File: src/include/short_fault_pkg.sv
// Purpose: constants for the output short fault manager
// Assumes: comparator results arrive as synchronous levels on clk_i (125 MHz)
// Notes: retry interval count is a parameter of the top module
package short_fault_pkg;
	// retry interval, printed figure kept as a plain default
	localparam int unsigned RETRY_TIME_US = 1000;
	localparam int unsigned CLK_MHZ = 125;
	localparam int unsigned RETRY_CYCLES = RETRY_TIME_US * CLK_MHZ;
	localparam int unsigned CNT_W = 32;
	typedef enum logic [3:0] {
		ST_RUN = 4'b0001,
		ST_HOLD = 4'b0010,
		ST_THERMAL = 4'b0100,
		ST_RELEASE = 4'b1000
	} lc_state_e;
endpackage : short_fault_pkg

File: src/retry_timer.sv
// Purpose: retry interval timer
// Assumes: start is a one-cycle pulse
// Notes: done pulses once when the count completes
`timescale 1ns/1ps
`default_nettype none
module retry_timer #(
	parameter int unsigned TERMINAL = 16
) (
	input wire logic clk_i,
	input wire logic reset_n_i,
	input wire logic start_i,
	output logic busy_o,
	output logic done_o
);
	import short_fault_pkg::*;
	logic [CNT_W-1:0] count;
	logic [CNT_W-1:0] next_count;
	logic busy;
	logic next_busy;
	logic done;
	logic next_done;
	always_comb begin
		next_count = count;
		next_busy = busy;
		next_done = 1'b0;
		if (start_i) begin
			next_count = '0;
			next_busy = 1'b1;
		end else if (busy) begin
			if (count == CNT_W'(TERMINAL - 1)) begin
				next_busy = 1'b0;
				next_done = 1'b1;
			end else begin
				next_count = count + 1'b1;
			end
		end
	end
	always_ff @(posedge clk_i or negedge reset_n_i) begin
		if (!reset_n_i) begin
			count <= '0;
			busy <= 1'b0;
			done <= 1'b0;
		end else begin
			count <= next_count;
			busy <= next_busy;
			done <= next_done;
		end
	end
	assign busy_o = busy;
	assign done_o = done;
endmodule : retry_timer
`default_nettype wire

File: src/output_short_fault_manager.sv
// Purpose: fault sequencer for the LED driver output stage
// Assumes: all comparator inputs synchronous to clk_i
// Notes: fault report is open drain, enable high pulls the line low
`timescale 1ns/1ps
`default_nettype none
module output_short_fault_manager #(
	parameter int unsigned RETRY_CYCLES_P = short_fault_pkg::RETRY_CYCLES
) (
	input wire logic clk_i,
	input wire logic reset_n_i,
	input wire logic output_undervoltage_detect_i,
	input wire logic overcurrent_detect_i,
	input wire logic common_mode_high_i,
	input wire logic soft_start_enabled_i,
	input wire logic soft_start_reset_i,
	input wire logic dim_active_i,
	input wire logic switch_request_i,
	input wire logic over_temp_i,
	input wire logic temp_recovered_i,
	input wire logic fault_report_n_i,
	output logic fault_report_n_o,
	output logic fault_report_n_oe_o,
	output logic switch_enable_o,
	output logic dim_gate_drive_o,
	output logic soft_start_restart_o,
	output logic standby_o
);
	import short_fault_pkg::*;

	// ********************
	// fault qualification
	// ********************
	logic uv_fault;
	logic oc_fault;
	logic oc_report_only;
	logic oc_protect;
	assign uv_fault = output_undervoltage_detect_i && soft_start_enabled_i && dim_active_i;
	assign oc_fault = overcurrent_detect_i;
	assign oc_report_only = oc_fault && common_mode_high_i;
	assign oc_protect = oc_fault && !common_mode_high_i;

	// ********************
	// report-only latch with release delay
	// ********************
	logic report_fault;
	logic report_prev;
	logic next_report_prev;
	logic report_hold;
	logic next_report_hold;
	assign report_fault = uv_fault || oc_report_only;

	// ********************
	// sequencer
	// ********************
	lc_state_e state;
	lc_state_e next_state;
	logic start_timer;
	logic timer_busy;
	logic timer_done;
	logic restart_pulse;
	logic next_restart_pulse;

	always_comb begin
		next_state = state;
		next_report_prev = report_fault;
		next_report_hold = report_hold;
		next_restart_pulse = 1'b0;
		start_timer = 1'b0;
		unique case (state)
			ST_RUN: begin
				if (over_temp_i) begin
					next_state = ST_THERMAL;
				end else if (oc_protect) begin
					next_state = ST_HOLD;
					start_timer = 1'b1;
				end else if (report_prev && !report_fault && report_hold) begin
					start_timer = 1'b1;
				end
				if (report_fault) begin
					next_report_hold = 1'b1;
				end else if (timer_done && report_hold) begin
					next_report_hold = 1'b0;
					next_restart_pulse = 1'b1;
				end
			end
			ST_HOLD: begin
				if (over_temp_i) begin
					next_state = ST_THERMAL;
				end else if (timer_done) begin
					next_state = ST_RELEASE;
					next_restart_pulse = 1'b1;
				end
			end
			ST_RELEASE: begin
				if (over_temp_i) begin
					next_state = ST_THERMAL;
				end else if (oc_protect) begin
					next_state = ST_HOLD;
					start_timer = 1'b1;
				end else begin
					next_state = ST_RUN;
				end
			end
			ST_THERMAL: begin
				if (temp_recovered_i && !over_temp_i) begin
					next_state = ST_RUN;
					next_restart_pulse = 1'b1;
				end
			end
			default: begin
				next_state = ST_THERMAL;
			end
		endcase
	end

	always_ff @(posedge clk_i or negedge reset_n_i) begin
		if (!reset_n_i) begin
			state <= ST_RUN;
			report_prev <= 1'b0;
			report_hold <= 1'b0;
			restart_pulse <= 1'b0;
		end else begin
			state <= next_state;
			report_prev <= next_report_prev;
			report_hold <= next_report_hold;
			restart_pulse <= next_restart_pulse;
		end
	end

	retry_timer #(
		.TERMINAL(RETRY_CYCLES_P)
	) u_retry_timer (
		.clk_i(clk_i),
		.reset_n_i(reset_n_i),
		.start_i(start_timer),
		.busy_o(timer_busy),
		.done_o(timer_done)
	);

	// ********************
	// outputs
	// ********************
	logic pull_low;
	logic next_pull_low;
	logic switch_en;
	logic next_switch_en;
	logic dim_gate;
	logic next_dim_gate;
	always_comb begin
		next_pull_low = report_hold || report_fault || state == ST_HOLD || state == ST_THERMAL;
		next_switch_en = state != ST_HOLD && state != ST_THERMAL && !soft_start_reset_i;
		next_dim_gate = next_switch_en && switch_request_i;
	end
	always_ff @(posedge clk_i or negedge reset_n_i) begin
		if (!reset_n_i) begin
			pull_low <= 1'b0;
			switch_en <= 1'b0;
			dim_gate <= 1'b0;
		end else begin
			pull_low <= next_pull_low;
			switch_en <= next_switch_en;
			dim_gate <= next_dim_gate;
		end
	end
	assign fault_report_n_o = 1'b0;
	assign fault_report_n_oe_o = pull_low;
	assign switch_enable_o = switch_en;
	assign dim_gate_drive_o = dim_gate;
	assign soft_start_restart_o = restart_pulse;
	assign standby_o = state == ST_THERMAL;

	// ********************
	// assertions
	// ********************
	int unsigned gap;
	always_ff @(posedge clk_i or negedge reset_n_i) begin
		if (!reset_n_i) begin
			gap <= 0;
		end else if (start_timer) begin
			gap <= 0;
		end else if (gap < RETRY_CYCLES_P + 4) begin
			gap <= gap + 1;
		end
	end

	uv_reports_low_a: assert property (@(posedge clk_i) disable iff (!reset_n_i)
		uv_fault |=> fault_report_n_oe_o) else $error("undervoltage not reported");
	uv_blanked_a: assert property (@(posedge clk_i) disable iff (!reset_n_i)
		(!soft_start_enabled_i || !dim_active_i) |-> !uv_fault) else $error("undervoltage not blanked");
	uv_keeps_switching_a: assert property (@(posedge clk_i) disable iff (!reset_n_i)
		(state == ST_RUN && !over_temp_i && !oc_protect && !soft_start_reset_i) |=> switch_enable_o)
		else $error("report-only fault stopped switching");
	oc_stops_switch_a: assert property (@(posedge clk_i) disable iff (!reset_n_i)
		(state == ST_RUN && oc_protect && !over_temp_i) |=> ##1 (!switch_enable_o && !dim_gate_drive_o
		&& fault_report_n_oe_o)) else $error("low common-mode overcurrent not handled");
	ss_reset_stops_a: assert property (@(posedge clk_i) disable iff (!reset_n_i)
		soft_start_reset_i |=> (!switch_enable_o && !dim_gate_drive_o)) else $error("soft-start reset ignored");
	hold_length_a: assert property (@(posedge clk_i) disable iff (!reset_n_i)
		($rose(state == ST_RELEASE)) |-> gap == RETRY_CYCLES_P + 1) else $error("hold length wrong");
	release_restart_a: assert property (@(posedge clk_i) disable iff (!reset_n_i)
		(state == ST_HOLD && timer_done && !over_temp_i) |=> soft_start_restart_o) else $error("no restart");
	thermal_stays_a: assert property (@(posedge clk_i) disable iff (!reset_n_i)
		(state == ST_THERMAL && !temp_recovered_i) |=> (standby_o && fault_report_n_oe_o))
		else $error("left thermal standby early");
	report_release_a: assert property (@(posedge clk_i) disable iff (!reset_n_i)
		(state == ST_RUN && $fell(report_fault) && report_hold && !oc_protect && !over_temp_i)
		|=> ##1 fault_report_n_oe_o) else $error("report released too early");
	resume_a: assert property (@(posedge clk_i) disable iff (!reset_n_i)
		(state == ST_RELEASE) |=> (oc_protect ? 1'b1 : state == ST_RUN)) else $error("bad restart decision");

	hiccup_c: cover property (@(posedge clk_i) disable iff (!reset_n_i)
		state == ST_HOLD ##1 state == ST_RELEASE ##1 state == ST_HOLD);
	thermal_c: cover property (@(posedge clk_i) disable iff (!reset_n_i)
		state == ST_THERMAL ##1 state == ST_RUN);
	uv_c: cover property (@(posedge clk_i) disable iff (!reset_n_i) $fell(report_hold));

	// ********************
	// report path and standby checks
	// ********************
	pin_data_low_a: assert property (@(posedge clk_i) disable iff (!reset_n_i)
		1'b1
		|-> fault_report_n_o == 1'b0)
		else $error("open-drain data not low");

	report_restart_a: assert property (@(posedge clk_i) disable iff (!reset_n_i)
		(state == ST_RUN && timer_done && report_hold && !report_fault && !over_temp_i && !oc_protect)
		|=> soft_start_restart_o)
		else $error("report release gave no restart");

	restart_single_a: assert property (@(posedge clk_i) disable iff (!reset_n_i)
		soft_start_restart_o
		|=> !soft_start_restart_o)
		else $error("restart pulse longer than one cycle");

	oc_hi_no_hold_a: assert property (@(posedge clk_i) disable iff (!reset_n_i)
		(state == ST_RUN && oc_report_only && !over_temp_i)
		|=> state == ST_RUN)
		else $error("high common-mode overcurrent left run");

	standby_entry_a: assert property (@(posedge clk_i) disable iff (!reset_n_i)
		over_temp_i
		|=> standby_o)
		else $error("over-temperature did not enter standby");

	standby_report_a: assert property (@(posedge clk_i) disable iff (!reset_n_i)
		standby_o
		|=> fault_report_n_oe_o)
		else $error("standby not reported");

	idle_released_a: assert property (@(posedge clk_i) disable iff (!reset_n_i)
		(state == ST_RUN && !report_hold && !report_fault)
		|=> !fault_report_n_oe_o)
		else $error("report held without cause");

	dim_needs_switch_a: assert property (@(posedge clk_i) disable iff (!reset_n_i)
		dim_gate_drive_o
		|-> switch_enable_o)
		else $error("dimming gate on while switching stopped");

	report_hiccup_c: cover property (@(posedge clk_i) disable iff (!reset_n_i)
		soft_start_restart_o && state == ST_RUN);
	oc_hi_c: cover property (@(posedge clk_i) disable iff (!reset_n_i)
		oc_report_only ##1 fault_report_n_oe_o);
endmodule : output_short_fault_manager
`default_nettype wire

File: config.mk
export PLATFORM = sky130hd
export DESIGN_NAME = output_short_fault_manager
export DESIGN_NICKNAME = d
export VERILOG_FILES = /design/src/include/short_fault_pkg.sv /design/src/retry_timer.sv /design/src/output_short_fault_manager.sv
export SDC_FILE = /design/constraint.sdc
export NUM_CORES = 1
export LEC_CHECK = 0
export BUFFER_PORTS_ARGS = -buffer_cell sky130_fd_sc_hd__buf_2
export CORE_MARGIN = 2
export CORE_UTILIZATION = 35
export CTS_BUF_LIST = sky130_fd_sc_hd__clkbuf_8
export DETAILED_ROUTE_END_ITERATION = 10
export GPL_TIMING_DRIVEN = 0
export PLACE_DENSITY = 0.58
export SKIP_LAST_GASP = 1
export SLEW_MARGIN = 5
export SYNTH_ARGS = -nofsm -noshare
export SYNTH_HDL_FRONTEND = slang
export SYNTH_SLANG_ARGS = --single-unit
export TNS_END_PERCENT = 100
File: constraint.sdc
create_clock -name clk_i -period 2.5 [get_ports clk_i]
set_clock_uncertainty 0.05 [all_clocks]
set_input_delay 0.25 -clock clk_i [delete_from_list [all_inputs] [get_ports clk_i]]
set_output_delay 0.25 -clock clk_i [all_outputs]
set_load 0.02 [all_outputs]
* Word level (Yosys, flattened, before mapping)
Index checks and enable logic that the tools add are counted.
Operators by class: add/sub/neg operators 1, equal/unequal tests 11, multiplexer cells 31, reductions and logical operators 24
Operators by type and width (number):
- $mux 32 | 3
- $add 32x1->32 const B | 1
- $eq 32x17->1 const B | 1
- $mux 4 | 5
- $mux 1 | 18
- $pmux 4 s4 | 1
- $logic_and 1x1->1 | 11
- $eq 4x1->1 const B | 1
- $eq 4x2->1 const B | 1
- $eq 4x3->1 const B | 1
- $eq 4x4->1 const B | 1
- $logic_not 1->1 | 4
- $logic_or 1x1->1 | 4
- $ne 4x2->1 const B | 1
- $ne 4x3->1 const B | 1
- $reduce_and 2->1 | 2
- $reduce_bool 2->1 | 2
- $mux 3 | 1
- $ne 3x2->1 const B | 1
- $ne 3x3->1 const B | 1
- $pmux 1 s3 | 1
- $reduce_and 3->1 | 1
- $mux 2 | 1
- $ne 2x1->1 const B | 1
- 2 further kinds | 2
Storage, ports and cells: register bits after elaboration 44, bits of input ports 12, output and inout bits 6, word-level logic and storage cells 77

* Longest topological paths before layout
depth in word-level cells 12, mapped depth 8, depth with buffers taken out 6

* Modules after synthesis
Synthesis repeated with hierarchy kept, for this count alone.
Unflattened totals: cells, all modules 284, area, all modules 2677.6 sq um
Modules (own cells, without submodules):
- retry_timer | times used 1, cells an instance 233, area an instance 2145.8 sq um, seq. area each 850.8 sq um
- output_short_fault_manager | times used 1, cells an instance 51, area an instance 531.8 sq um, seq. area each 251.5 sq um

* Worst setup path after synthesis
No wires, ideal clock.
kind register -> register, start register state[0], end register u_retry_timer.count[3], library setup time 0.121 ns, arrival time 1.736 ns, required time 2.329 ns, setup slack 0.593 ns, cell stages (with the launch flop) 8, buffers on the path 2, clock period less this slack 1.907 ns, path through dfstp_2 buf_2 nor4b_2 nand2_1 o32a_1 nor2_4 buf_4 nor3_1
Between the ends: word-level cells in the longest chain between the ends 4, elaborated cells between the ends (all ways) 7, those cells by class eq/ne (3); mux (2); reduce/logical (2)
Ends and longest elaborated chain:
- from (decl) | RTL line output_short_fault_manager.sv:55 | lc_state_e state;
- from (signal assigned) | RTL line output_short_fault_manager.sv:123 | state <= next_state;
- $eq 4x4->1 / $eq 4x1->1 (equally long branches) | RTL line output_short_fault_manager.sv:69 | unique case (state)
- $pmux 1 s2 * | RTL line output_short_fault_manager.sv:69
- $ne 2x2->1 (no source line) / $reduce_bool 2->1 (equally long branches)
- $reduce_and 2->1 (no source line)
- to (signal assigned) | RTL line retry_timer.sv:44 | count <= next_count;
- to (decl) | RTL line retry_timer.sv:16 | logic [CNT_W-1:0] count;
Mark *: on every way between the ends. The rest lies on a longest branch, timed or not. A chain may end at the register's enable or synchronous reset.

* Final worst setup path
start register state[0], end register u_retry_timer.count[1]
The elaborated chain is that of the path after synthesis.

==> impl_results.md <==
* Layout area overhead at 12.16%
* R2R Path End: u_retry_timer.count[1]
* Drt via density at 5.638
* Commonest non-fill, non-tap cells in the layout: dfrtp_1 (43), nor2_1 (26), buf_2 (16), a21oi_1 (16), nand2_1 (15)
* WL per Instance at 15.29 um
* RSZ-0062 raised after global routing: no
* Clk slew on worst S/H paths at 0.09 ns
* Static leakage at 1.184 nW
* Min Tclk post-route at 2.266 ns
* Clock buffer count from CTS at 5
* Post-Syn Area per Cell at 9.715 um2
* Core Util, Final at 40.48%
* Die X at 87.47 um
* Die Area at 7651 um2
* RD Place Congestion at 0.7753
* TritonCTS clock tree: done
* Clock latency on the worst-skew pair at 0.31 ns
* Mapped Cells at 251
* Initial DRC count at 95
* Routed Antenna Nets at 0
* Crit path kind: flop to flop
* Vias in the first global route at 1983
* Die Y at 87.47 um
* CTS Sinks at 44
* Core area at 6756 um2
* Critical R2R Launch: state[0]
* Layout cells sized above 1 at 17.88%
* Min-Delay Endpoint: switch_enable_o
* EDFF count, synth at 0
* Register bit total from synthesis at 44
* Cts repair resizes at 0
* Worst r2r path cells at 7
* Initial DRT Pass Iterations at 4
* Row cnt at 30
* Outcome: complete, no violations
* Worst-Margin Slew at 1.006 ns
* Most common cell after layout, fill and taps aside: dfrtp_1
* Final Max Slew Viols at 0
* Syn. warnings at 0
* Setup violators final at 0
* Startpoint types: flop
* DRC at 0
* H-tree depth at 2
* Global-route wire length before repair at 9625 um
* Post-CTS setup buffers at 0
* Hold_sp: soft_start_reset_i
* Mapped cell area at 2439 um2
* Worst Path Max Fanout at 10
* Setup_tns at 0 ns
* GRT Util Overall at 16.22%
* Worst slew margin at 32.93%
* PwrDens at 619.0 nW/um2
* Diodes inserted at 0
* CTS Root Cell: clkbuf_8
* Pin count of the biggest net entering global routing at 45
* Hold Buf Count CTS at 0
* Top_reg_cell synth: dfrtp_1
* Initial Util at 36.09%
* Port buffer count at 15
* Post-synthesis cell type count at 50
* Synth Net Count at 264
* Final nets at 286
* Ys async rst share at 100.0%
* Final Hold Vio Count at 0
* Peak supply drop at 0.3488 mV
* Total gr overflow at 0
* CP arrival at 2.41 ns
* Vias post-DR at 1996
* CP Data Required Time at 2.65 ns
* Final WL at 5413 um
* IO Pins at 18
* Fmax at 441.3 MHz
* Reg-to-reg setup timing slack at 0.23 ns
* Share of the cycle needed by the critical path after routing at 90.64%
* Hold Path Class: input port to flop
* CP endpoint kind: flop
* Hold path depth at 2
* Initial antenna violation count at 0
* Post-synthesis sequential area ratio at 45.20%
* Final HPWL DP at 3723 um
* Max Buffers Root-to-Sink at 2
* Max_cap viols at 0
flip-flops by register name, summed over array words and instances, names as in the netlist:
name	cells
u_retry_timer.count	32
state	4
dim_gate_drive_o	1
fault_report_n_oe_o	1
report_hold	1
report_prev	1
soft_start_restart_o	1
switch_enable_o	1
u_retry_timer.busy_o	1
u_retry_timer.done_o	1
synth_stat cells, drive strengths merged (2+ instances only):
cell type | count | share of area (%)
xnor2 | 2 | 0.72
dfrtp | 43 | 44
and4 | 7 | 2.7
buf | 7 | 2.5
nand4 | 15 | 4.7
o21ai | 5 | 1.2
or4 | 11 | 3.4
nand2 | 15 | 2.3
nor2 | 27 | 4.5
o31ai | 12 | 3.7
and2 | 3 | 0.82
clkbuf | 8 | 2.1
or3 | 4 | 1.1
a31oi | 2 | 0.51
a21oi | 16 | 3.3
nand3 | 13 | 2.7
and3 | 9 | 2.6
mux2i | 5 | 2.1
nor3 | 11 | 2.3
inv | 3 | 0.46
xor2 | 14 | 5.0
nor4 | 5 | 1.3
worst max path at each step:
stage	startpoint	endpoint	slack [ns]	depth (start not counted)
after floorplan	state[0]	u_retry_timer.count[3]	0.59	7
after global placement	u_retry_timer.count[0]	u_retry_timer.count[1]	0.28	8
after detailed placement	state[0]	u_retry_timer.count[6]	0.23	7
after CTS	state[0]	u_retry_timer.count[0]	0.21	7
after global routing	u_retry_timer.count[0]	u_retry_timer.count[1]	0.05	8
final	state[0]	u_retry_timer.count[1]	0.23	7
layout make-up:
class	instances	area, um2
Clock buffer	6	82.58
Multi-Input combinational cell	189	1212
Clock inverter	2	38.79
Tap cell	80	100.1
Buffer	15	112.6
Inverter	3	11.26
Sequential cell	44	1102
Fill cell	673	4021
Timing Repair Buffer	15	75.07
metrics by stage:
step / hold slack, ns / worst slack (ns) / cell area [um2] / std cells / power [W]
2_1_floorplan: -0.09559 / 0.5931 / 2439 / 251 / 0.001026
3_3_place_gp: 0.3654 / 0.2833 / 2614 / 346 / 0.001101
3_5_place_dp: 0.3644 / 0.2326 / 2614 / 346 / 0.001109
4_1_cts: 0.03353 / 0.2099 / 2735 / 354 / 0.001711
5_1_grt: 0.02293 / 0.05240 / 2735 / 354 / 0.001782
6_report: 0.03519 / 0.2340 / 2735 / 354 / 0.001693
logic make-up after synthesis:
kind of cell,Yosys count,synth area share (%)
AND/OR/NAND/NOR,126,30.73
flip-flops,44,45.20
adder cells (fa/ha/maj),1,0.5130
XOR/XNOR,16,5.747
other,1,0.1538
multiplexers,5,2.052
buffers and inverters,18,5.079
AO/OA/AOI/OAI,40,10.52
critical path, stage by stage, from the launching register on:
cell and delay (ns):
dfstp_2 0.52, buf_2 0.19, nor4b_2 0.39, nand2_1 0.15, o32a_1 0.36, nor2_4 0.20, buf_4 0.22, nor2_1 0.07
power by group:
group	leakage (nW)	switching (W)	internal, W
sequential	0.579	0.0000942	0.000784
combinational	0.543	0.000121	0.0000970
clock	0.0614	0.000270	0.000327
total	1.18	0.000485	0.00121
metal layers:
metal  routed length, um  global-route usage (%)
met1                2694                   22.42
met2                2468                   25.21
met3                 180                   3.981
met4                  69                   4.755
met5                   0                       0
No activity file was read; power rests on OpenSTA's default activity.
